### config.mk
export PLATFORM = sky130hd
export DESIGN_NAME = acrd_top
export DESIGN_NICKNAME = d
export VERILOG_FILES = /design/src/rtl/acrd_pkg.sv /design/src/rtl/acrd_top.sv
export SDC_FILE = /design/constraint.sdc
export NUM_CORES = 1
export LEC_CHECK = 0
export BUFFER_PORTS_ARGS = -buffer_cell sky130_fd_sc_hd__buf_4
export CORE_MARGIN = 2
export CORE_UTILIZATION = 35
export DETAILED_ROUTE_END_ITERATION = 10
export PLACE_DENSITY = 0.63
export SLEW_MARGIN = 15
export SYNTH_ARGS = -nofsm -noshare
export SYNTH_HDL_FRONTEND = slang
export SYNTH_SLANG_ARGS = --single-unit
### constraint.sdc
create_clock -name CORE_CLK -period 3.6 [get_ports CORE_CLK]
set_clock_uncertainty 0.15 [all_clocks]
set_input_delay 0.36 -clock CORE_CLK [delete_from_list [all_inputs] [get_ports CORE_CLK]]
set_output_delay 0.36 -clock CORE_CLK [all_outputs]
set_load 0.005 [all_outputs]
### src/rtl/acrd_pkg.sv
// Purpose: Constants for the codec control byte decoder
// Assumes: Control link sampled by the core clock
// Notes:   Field positions refer to one received byte
`default_nettype none
package acrd_pkg;
  // Address byte
  localparam int          ADDR_TYPE_LSB  = 0;
  localparam logic [1:0]  TYPE_DATA      = 2'h0;
  localparam logic [1:0]  TYPE_STATUS    = 2'h2;
  localparam int          BYTE_BITS      = 8;
  // Status byte fields
  localparam int          ST_CLK_LSB     = 4;
  localparam int          ST_FMT_LSB     = 1;
  localparam int          ST_DC_BIT      = 0;
  // Data byte selectors
  localparam logic [1:0]  SEL_VOLUME     = 2'h0;
  localparam logic [1:0]  SEL_TONE       = 2'h1;
  localparam logic [1:0]  SEL_DEMPH      = 2'h2;
  localparam logic [1:0]  SEL_POWER      = 2'h3;
  localparam int          LOW_BOOST_LSB  = 2;
  localparam int          DEEMPH_LSB     = 3;
  localparam int          MUTE_BIT       = 2;
  // Reset values, no documented ones
  localparam logic [5:0]  FMT_CLK_RST    = 6'h00;
  localparam logic [5:0]  VOLUME_RST     = 6'h00;
  localparam logic [5:0]  TONE_RST       = 6'h00;
  localparam logic [4:0]  DEMPH_RST      = 5'h00;
  localparam logic [1:0]  POWER_RST      = 2'h0;
  localparam logic        LINK_IDLE      = 1'b1;
  // Decoding limits
  localparam logic [5:0]  VOL_MUTE_CODE  = 6'h3e;
  localparam logic [4:0]  BASS_MIN_CAP   = 5'h12;
  localparam logic [4:0]  BASS_MAX_CAP   = 5'h18;
  // Device address, value arbitrary
  localparam logic [5:0]  DEV_ADDR_DEF   = 6'h2a;
endpackage : acrd_pkg
`default_nettype wire

### src/rtl/acrd_top.sv
// Purpose: Decode control link bytes into codec settings
// Assumes: Link pins are asynchronous, two-flop synchronised
// Notes:   Write-only registers; settings leave as decoded outputs
//
// How it works
// Status byte bit7=0 loads ratio, format
// Status bit 0 loads DC cancel enable
// Data bits 7:6 pick target register
// Clock ratio 512, 384, 256 fs
// Input format I2S, LSB16/18/20, MSB
// DC cancel enable drives DC filter
// Volume attenuation 0..-60 dB, then infinite
// Bass boost per mode, capped 18/24
// Treble 0..6 dB unless flat
// Tone curve flat, min, min, max
// De-emphasis off, 32, 44.1, 48 kHz
// Mute flag mutes playback
// Power bits enable record, playback converters
// Address bits 1:0 pick transfer type
// Controller sends address with mode low
// Commit only after eighth bit
// Selection holds until next address byte
`default_nettype none
module acrd_top #(
  parameter logic [5:0] DEV_ADDR = acrd_pkg::DEV_ADDR_DEF
) (
  // Clock and reset
  input  wire logic       CORE_CLK,
  input  wire logic       RESET,
  // Control link pins
  input  wire logic       CTRL_MODE_LINE,
  input  wire logic       CTRL_CLOCK_LINE,
  input  wire logic       CTRL_DATA_LINE,
  // Decoded system settings
  output logic [1:0]      CLOCK_RATIO_SEL,
  output logic [2:0]      INPUT_FORMAT_SEL,
  output logic            DC_CANCEL_EN,
  output logic [5:0]      VOLUME_ATTEN_DB,
  output logic            VOLUME_INF,
  output logic [4:0]      BASS_BOOST_DB,
  output logic [2:0]      TREBLE_DB,
  output logic [1:0]      DEEMPH_SEL,
  output logic            MUTE_FLAG,
  output logic [1:0]      TONE_CURVE_SEL,
  output logic            REC_POWER_ON,
  output logic            PLAY_POWER_ON
);

  ////////////////////////////////////////////////////////////////////////
  typedef enum logic [1:0] {
    ACRD_CURVE_FLAT = 2'b00,
    ACRD_CURVE_MIN  = 2'b01,
    ACRD_CURVE_MAX  = 2'b10
  } acrd_curve_t;

  typedef struct packed {
    logic [1:0] mode_sync;
    logic [1:0] clk_sync;
    logic [1:0] data_sync;
    logic       clk_prev;
    logic       mode_prev;
    logic [7:0] shift;
    logic [2:0] bit_cnt;
    logic       selected;
    logic [1:0] xfer_type;
    logic [5:0] fmt_clk;
    logic [5:0] volume;
    logic [5:0] tone;
    logic [4:0] demph;
    logic [1:0] power;
    logic [1:0] clock_ratio_o;
    logic [2:0] input_format_o;
    logic       dc_o;
    logic [5:0] vol_db_o;
    logic       vol_inf_o;
    logic [4:0] bass_o;
    logic [2:0] treble_o;
    logic [1:0] deemph_o;
    logic       mute_o;
    logic [1:0] curve_o;
    logic       rec_o;
    logic       play_o;
  } acrd_state_t;

  acrd_state_t state_reg;
  acrd_state_t state_next;

  function automatic acrd_curve_t curve_of(input logic [1:0] sel);
    unique case (sel)
      2'b00:   curve_of = ACRD_CURVE_FLAT;
      2'b11:   curve_of = ACRD_CURVE_MAX;
      default: curve_of = ACRD_CURVE_MIN;
    endcase
  endfunction : curve_of

  ////////////////////////////////////////////////////////////////////////
  logic        clk_rise;
  logic        mode_s;
  logic [7:0]  byte_in;
  logic        byte_done;
  logic [1:0]  dsel;
  logic [1:0]  tsel;
  logic [3:0]  low_lvl;
  logic [4:0]  bass_raw;
  acrd_curve_t curve;

  always_comb begin
    state_next = state_reg;
    state_next.mode_sync = {state_reg.mode_sync[0], CTRL_MODE_LINE};
    state_next.clk_sync  = {state_reg.clk_sync[0], CTRL_CLOCK_LINE};
    state_next.data_sync = {state_reg.data_sync[0], CTRL_DATA_LINE};
    state_next.clk_prev  = state_reg.clk_sync[1];
    state_next.mode_prev = state_reg.mode_sync[1];
    mode_s    = state_reg.mode_sync[1];
    clk_rise  = state_reg.clk_sync[1] & ~state_reg.clk_prev;
    byte_in   = {state_reg.shift[6:0], state_reg.data_sync[1]};
    byte_done = clk_rise && (state_reg.bit_cnt == 3'h7);
    dsel      = byte_in[7:6];
    // Mode change discards a partial byte
    if (mode_s != state_reg.mode_prev) begin
      state_next.bit_cnt = 3'h0;
    end else if (clk_rise) begin
      state_next.shift   = byte_in;
      state_next.bit_cnt = state_reg.bit_cnt + 3'h1;
    end
    if (byte_done && mode_s == state_reg.mode_prev) begin
      if (!mode_s) begin
        // Address byte, see
        state_next.selected  = (byte_in[7:2] == DEV_ADDR);
        state_next.xfer_type = byte_in[1:0];
      end else if (state_reg.selected) begin
        if (state_reg.xfer_type == acrd_pkg::TYPE_STATUS
            && !byte_in[7]) begin
          state_next.fmt_clk = byte_in[5:0]; // see
        end else if (state_reg.xfer_type == acrd_pkg::TYPE_DATA) begin
          unique case (dsel)
            acrd_pkg::SEL_VOLUME: state_next.volume = byte_in[5:0];
            acrd_pkg::SEL_TONE:   state_next.tone   = byte_in[5:0];
            acrd_pkg::SEL_DEMPH:  state_next.demph  = byte_in[4:0];
            acrd_pkg::SEL_POWER:  state_next.power  = byte_in[1:0];
          endcase
        end
      end
    end
    // Decoded outputs, one cycle behind the stored fields
    state_next.clock_ratio_o  =
      state_reg.fmt_clk[acrd_pkg::ST_CLK_LSB +: 2];
    state_next.input_format_o =
      state_reg.fmt_clk[acrd_pkg::ST_FMT_LSB +: 3];
    state_next.dc_o = state_reg.fmt_clk[acrd_pkg::ST_DC_BIT];
    // Codes 0 and 1 both give 0 dB
    state_next.vol_inf_o = (state_reg.volume >= acrd_pkg::VOL_MUTE_CODE);
    state_next.vol_db_o  = (state_reg.volume == 6'h00) ? 6'h00
                         : state_reg.volume - 6'h01;
    tsel     = state_reg.tone[1:0];
    low_lvl  = state_reg.tone[acrd_pkg::LOW_BOOST_LSB +: 4];
    bass_raw = {low_lvl, 1'b0};
    curve    = curve_of(state_reg.demph[1:0]);
    unique case (curve) // see
      ACRD_CURVE_FLAT: begin
        state_next.bass_o   = 5'h00;
        state_next.treble_o = 3'h0;
      end
      ACRD_CURVE_MIN: begin
        state_next.bass_o   = (bass_raw > acrd_pkg::BASS_MIN_CAP)
                            ? acrd_pkg::BASS_MIN_CAP : bass_raw;
        state_next.treble_o = {tsel, 1'b0};
      end
      default: begin
        state_next.bass_o   = (bass_raw > acrd_pkg::BASS_MAX_CAP)
                            ? acrd_pkg::BASS_MAX_CAP : bass_raw;
        state_next.treble_o = {tsel, 1'b0};
      end
    endcase
    state_next.deemph_o =
      state_reg.demph[acrd_pkg::DEEMPH_LSB +: 2];
    state_next.mute_o   = state_reg.demph[acrd_pkg::MUTE_BIT];
    state_next.curve_o  = state_reg.demph[1:0];
    state_next.rec_o    = state_reg.power[1];
    state_next.play_o   = state_reg.power[0];
  end

  always_ff @(posedge CORE_CLK) begin
    if (RESET) begin
      state_reg           <= '0;
      // Link clock idles high; a low reset value would fake an edge
      state_reg.clk_sync  <= {2{acrd_pkg::LINK_IDLE}};
      state_reg.clk_prev  <= acrd_pkg::LINK_IDLE;
      state_reg.fmt_clk   <= acrd_pkg::FMT_CLK_RST;
      state_reg.volume    <= acrd_pkg::VOLUME_RST;
      state_reg.tone      <= acrd_pkg::TONE_RST;
      state_reg.demph     <= acrd_pkg::DEMPH_RST;
      state_reg.power     <= acrd_pkg::POWER_RST;
    end else begin
      state_reg <= state_next;
    end
  end

  ////////////////////////////////////////////////////////////////////////
  assign CLOCK_RATIO_SEL  = state_reg.clock_ratio_o;
  assign INPUT_FORMAT_SEL = state_reg.input_format_o;
  assign DC_CANCEL_EN     = state_reg.dc_o;
  assign VOLUME_ATTEN_DB  = state_reg.vol_db_o;
  assign VOLUME_INF       = state_reg.vol_inf_o;
  assign BASS_BOOST_DB    = state_reg.bass_o;
  assign TREBLE_DB        = state_reg.treble_o;
  assign DEEMPH_SEL       = state_reg.deemph_o;
  assign MUTE_FLAG        = state_reg.mute_o;
  assign TONE_CURVE_SEL   = state_reg.curve_o;
  assign REC_POWER_ON     = state_reg.rec_o;
  assign PLAY_POWER_ON    = state_reg.play_o;

  ////////////////////////////////////////////////////////////////////////
  logic commit_ok;
  assign commit_ok = byte_done && mode_s && state_reg.selected
                     && mode_s == state_reg.mode_prev;
endmodule : acrd_top
`default_nettype wire

# Word level (Yosys, flattened, before mapping)
# Cells that the tools add are included.
[word_totals] regBits=74 inputBits=5 elab_cells=68
[op_classes] n_addsub=2 order_cmp=3 n_eq_ne=10 n_mux=4 bitwise=5 reduce_logical=18
[op_table] cell="6-bit AND reduction" count=4
[op_table] cell="8-bit case mux with 2 select lines" count=1
[op_table] cell="5-bit greater-than comparator, second input constant" count=2
[op_table] cell="5-bit 2-to-1 mux" count=2
[op_table] cell="2-bit == test, second input constant" count=4
[op_table] cell="2-bit logical NOT" count=4
[op_table] cell="6-bit == test, second input constant" count=1
[op_table] cell="6-bit greater-or-equal comparator, second input constant" count=1
[op_table] cell="6-bit logical NOT" count=1
[op_table] cell="6-bit by 1-bit subtractor with 6-bit output, second input constant" count=1
[op_table] cell="2-bit by 1-bit == test with 1-bit output, second input constant" count=2
[op_table] cell="1-bit inverter" count=4
[op_table] cell="2-bit case mux with 2 select lines" count=1
[op_table] cell="2-bit AND reduction" count=2
[op_table] cell="4-bit AND reduction" count=1
[op_table] cell="2-bit OR reduction" count=2
[op_table] cell="3-bit by 1-bit adder with 3-bit output, second input constant" count=1
[op_table] cell="3-bit == test, second input constant" count=1
[op_table] cell="1-bit logical AND" count=3
[op_table] cell="1-bit AND" count=1
[op_table] cell="1-bit == test" count=1
[op_table] cell="1-bit logical NOT" count=1
[op_table] cell="1-bit inequality test" count=1

# Longest topological paths before layout
[depth] depth_word=5 ltp_mapped=6 depth_no_buf=5

# Least setup slack after synthesis
# OpenSTA, ideal clock, no wires.
[synth_timing] path_kind="reg-to-reg" start="reg state_reg[56] (netlist name)" end="reg state_reg, in the netlist state_next[22]" setup_time_ns=0.122 t_arrival_ns=1.483 slack_ns=1.845 path_stages_with_launch=7 n_path_buf=1 synth_period_minus_slack_ns=1.755 path_cell_list="dfxtp_1 -> ha_1 -> ha_1 -> nand3b_1 -> or4_4 -> buf_6 -> mux2i_1"
[synth_between] elab_chain_len=4
[synth_lines] item="start, declared" line_no="acrd_top.sv:85" source="acrd_state_t state_reg;"
[synth_lines] item="start signal, assigned" line_no="acrd_top.sv:195" source="state_reg <= state_next;"
[synth_lines] item="3-bit == test" line_no="acrd_top.sv:117" source="byte_done = clk_rise && (state_reg.bit_cnt == 3'h7);"
[synth_lines] item="1-bit logical AND" line_no="acrd_top.sv:117"
[synth_lines] item="1-bit logical AND" line_no="acrd_top.sv:126" source="if (byte_done && mode_s == state_reg.mode_prev) begin"
[synth_lines] item="4-bit AND reduction (no line)"
# No other way between the ends.
# A chain may end at the register's enable or synchronous reset.

# Final worst setup path
[layout_timing] start="reg state_reg[56] (netlist name)" end="reg state_reg[35] (netlist name)"
[layout_between] elab_chain_len=4
[layout_lines] item="3-bit == test" line_no="acrd_top.sv:117"
[layout_lines] item="1-bit logical AND" line_no="acrd_top.sv:117"
[layout_lines] item="1-bit logical AND" line_no="acrd_top.sv:126"
[layout_lines] item="6-bit AND reduction (no line)"
# No other way between the ends.

==> impl_metrics.tcl <==
set metrics [dict create \
    ios 33 \
    viasPerCell 4.53 \
    startpoint_type "register" \
    min_period_ns 1.89 \
    place_congestion 0.752 \
    cts_buffers 9 \
    crit_chain "ha_1 > ha_1 > nand3b_1 > nor4_4 > mux2i_1" \
    cp-endpoint "state_reg[35]" \
    grt_antenna_before_repair 0 \
    initial_utilization_pct 36.5 \
    relSlewSlack_pct 51.8 \
    cts_hold_buf 0 \
    p_leak_nw 1.47 \
    worstHoldPathCells 2 \
    yosysUniqueCellTypes 40 \
    ys_seq_elements 72 \
    cp.depth 5 \
    drc 0 \
    nNetsFinal 304 \
    post_cts_buffers 0 \
    antenna_cells 0 \
    crit_type "register to register" \
    fin_area_um2 3180 \
    worst-path-buf-inv 0 \
    dieArea_um2 8880 \
    drive_gt1_share_pct 17.8 \
    drtIter0Drc 96 \
    ctsRootBufferMaster "clkbuf_8" \
    hold_class "input port to register" \
    drv_slew 0 \
    layout_setup_ws_ns 1.71 \
    h-tree-depth 3 \
    fmax_mhz 528 \
    wl_per_cell_um 11.8 \
    tritoncts "built" \
    cp.required_ns 3.72 \
    grt_pass1_vias 1713 \
    synth_edf_count 0 \
    critPathTopFamily "simple AND/OR/NAND/NOR gates" \
    insertion_delay_ns 0.35 \
    r2r-end "state_reg[35]" \
    r2r_slack_ns 1.71 \
    vias 1809 \
    dp_hpwl_mm 3.20 \
    setup_tns_ns 0 \
    cts_resized 0 \
    clk_pin_slew_ns 0.07 \
    rows 32 \
    worstSetupEndpointType "register" \
    rsz0062_at_grt "no" \
    fp.dieH_um 94.2 \
    p_total_mw 1.45 \
    drtPass1Iterations 4 \
    grt_max_degree 53 \
    fillerInstances 787 \
    io_buffers 30 \
    largest_reg_flops 17 \
    cts_sinks 72 \
    path_max_fanout 6 \
    syn-mean-instance-area_um2 10.0 \
    cp.arrival_ns 2.01 \
    path_common_cell "ha_1" \
    synthCells 284 \
    grt_overflow 0 \
    period_share_pct 52.6 \
    reg2reg_from "state_reg[56]" \
    cts_buffer_depth 2 \
    pre_cts_ws_ns 1.70 \
    area_delta_synth_final_pct 11.6 \
    fin_hold_ws_ns 0.0490 \
    drtAntennaViolNets 0 \
    max_stage_delay_ns 0.56 \
    wl_mm 4.70 \
    ys_seq_area_share_pct 50.6 \
    r2r_cells 5 \
    worst_pin_slew_ns 0.722 \
    cpMaxStageDelayCell "nor4_4" \
    status "completed" \
    yosysWarnings 0 \
    worst_ir_drop_vdd_uv 279 \
    grt_first_pass_wirelength_mm 7.89 \
    synthArstFlopShare_pct 0 \
    syn-cell-area_um2 2850 \
    synth_top_flop_cell "dfxtp_1" \
    dpl_cell_area_um2 2990 \
    cap_viol_max_count 0 \
    track_usage_pct 11.8 \
    die_x_um 94.2 \
    core_area_um2 7810 \
    crit_start "state_reg[56]" \
    setup_viol 0 \
    p_per_area_nw_per_um2 457 \
    hold_viol 0 \
]
-- through the flow --
stage / instances / util [%]
floorplan: 285 / -
global placement: 384 / 38.3
detailed placement: 384 / 38.3
CTS: 399 / 40.7
global route: 399 / 40.7
finish: 399 / 40.7
-- power breakdown --
part / total (mW) / switching [mW] / internal [mW]
sequential: 0.804 / 0.00346 / 0.800
combinational: 0.0285 / 0.0159 / 0.0126
clock: 0.623 / 0.288 / 0.335
total: 1.45 / 0.307 / 1.15
-- routing by layer --
metal,track usage (%),up-vias,routed length (µm),share of wire [%]
li1,-,929,-,-
met1,13.4,842,2150,46
met2,19.5,31,2240,48
met3,5.06,7,230,4.9
met4,4.35,0,76,1.6
met5,0,-,0,0
-- synth_stat cells (2+ instances only) --
cell type | number | area share (%)
nand3_1 | 10 | 1.8
a21oi_1 | 13 | 2.3
buf_4 | 23 | 6.1
nand4_1 | 3 | 0.66
ha_1 | 6 | 2.6
or2_2 | 4 | 0.88
nor2_1 | 13 | 1.7
and3_1 | 2 | 0.44
inv_1 | 17 | 2.2
o21ai_0 | 11 | 1.9
xnor2_1 | 5 | 1.5
nand2b_1 | 36 | 7.9
clkbuf_1 | 6 | 0.79
mux2i_1 | 25 | 8.8
dfxtp_1 | 72 | 51
nor3_1 | 2 | 0.35
nor2b_1 | 7 | 1.5
and2_1 | 3 | 0.66
nand2_1 | 5 | 0.66
-- layout make-up --
type / count / area, µm² / area share (%)
Multi-Input combinational cell: 163 / 1130 / 35.5
Timing Repair Buffer: 30 / 225 / 7.08
Sequential cell: 72 / 1440 / 45.3
Clock inverter: 5 / 56.3 / 1.77
Inverter: 17 / 63.8 / 2.01
Tap cell: 102 / 128 / 4.01
Clock buffer: 10 / 138 / 4.33
-- cells by family (layout without fill, tap and decap cells) --
kind of cell / Yosys count / after routing / synth area share [%]
and+or+nand+nor: 96 / 96 / 20.8
DFF: 72 / 72 / 50.6
buffers and inverters: 50 / 62 / 9.96
AOI/OAI and AO/OA: 28 / 28 / 5.27
muxes: 25 / 25 / 8.78
adders and majority gates: 6 / 6 / 2.63
xor gates and xnor gates: 6 / 6 / 1.84
other: 1 / 2 / 0.132
-- worst min path at each step --
stage	from	endpoint	slack, ns
3_5_place_dp	state_next[72]	state_next[68]	0.24
2_1_floorplan	state_next[72]	state_next[68]	0.24
6_report	CTRL_CLOCK_LINE	state_next[72]	0.05
5_1_grt	CTRL_CLOCK_LINE	state_next[72]	0.04
3_3_place_gp	state_next[72]	state_next[68]	0.25
4_1_cts	CTRL_CLOCK_LINE	state_next[72]	0.03
-- cell usage in the layout (no fill, tap or decap), types with 2 or more instances in the layout --
cell type | synthesis | final
a21oi_1 | 13 | 13
and2_1 | 3 | 3
and3_1 | 2 | 2
buf_4 | 23 | 30
clkbuf_8 | 0 | 10
clkinv_2 | 0 | 2
conb_1 | 1 | 2
dfxtp_1 | 72 | 72
ha_1 | 6 | 6
inv_1 | 17 | 17
mux2i_1 | 25 | 25
nand2_1 | 5 | 5
nand2b_1 | 36 | 36
nand3_1 | 10 | 10
nand4_1 | 3 | 3
nor2_1 | 13 | 13
nor2b_1 | 7 | 7
nor3_1 | 2 | 2
o21ai_0 | 11 | 11
or2_2 | 4 | 4
xnor2_1 | 5 | 5
Power figures use the tool's default switching activity.
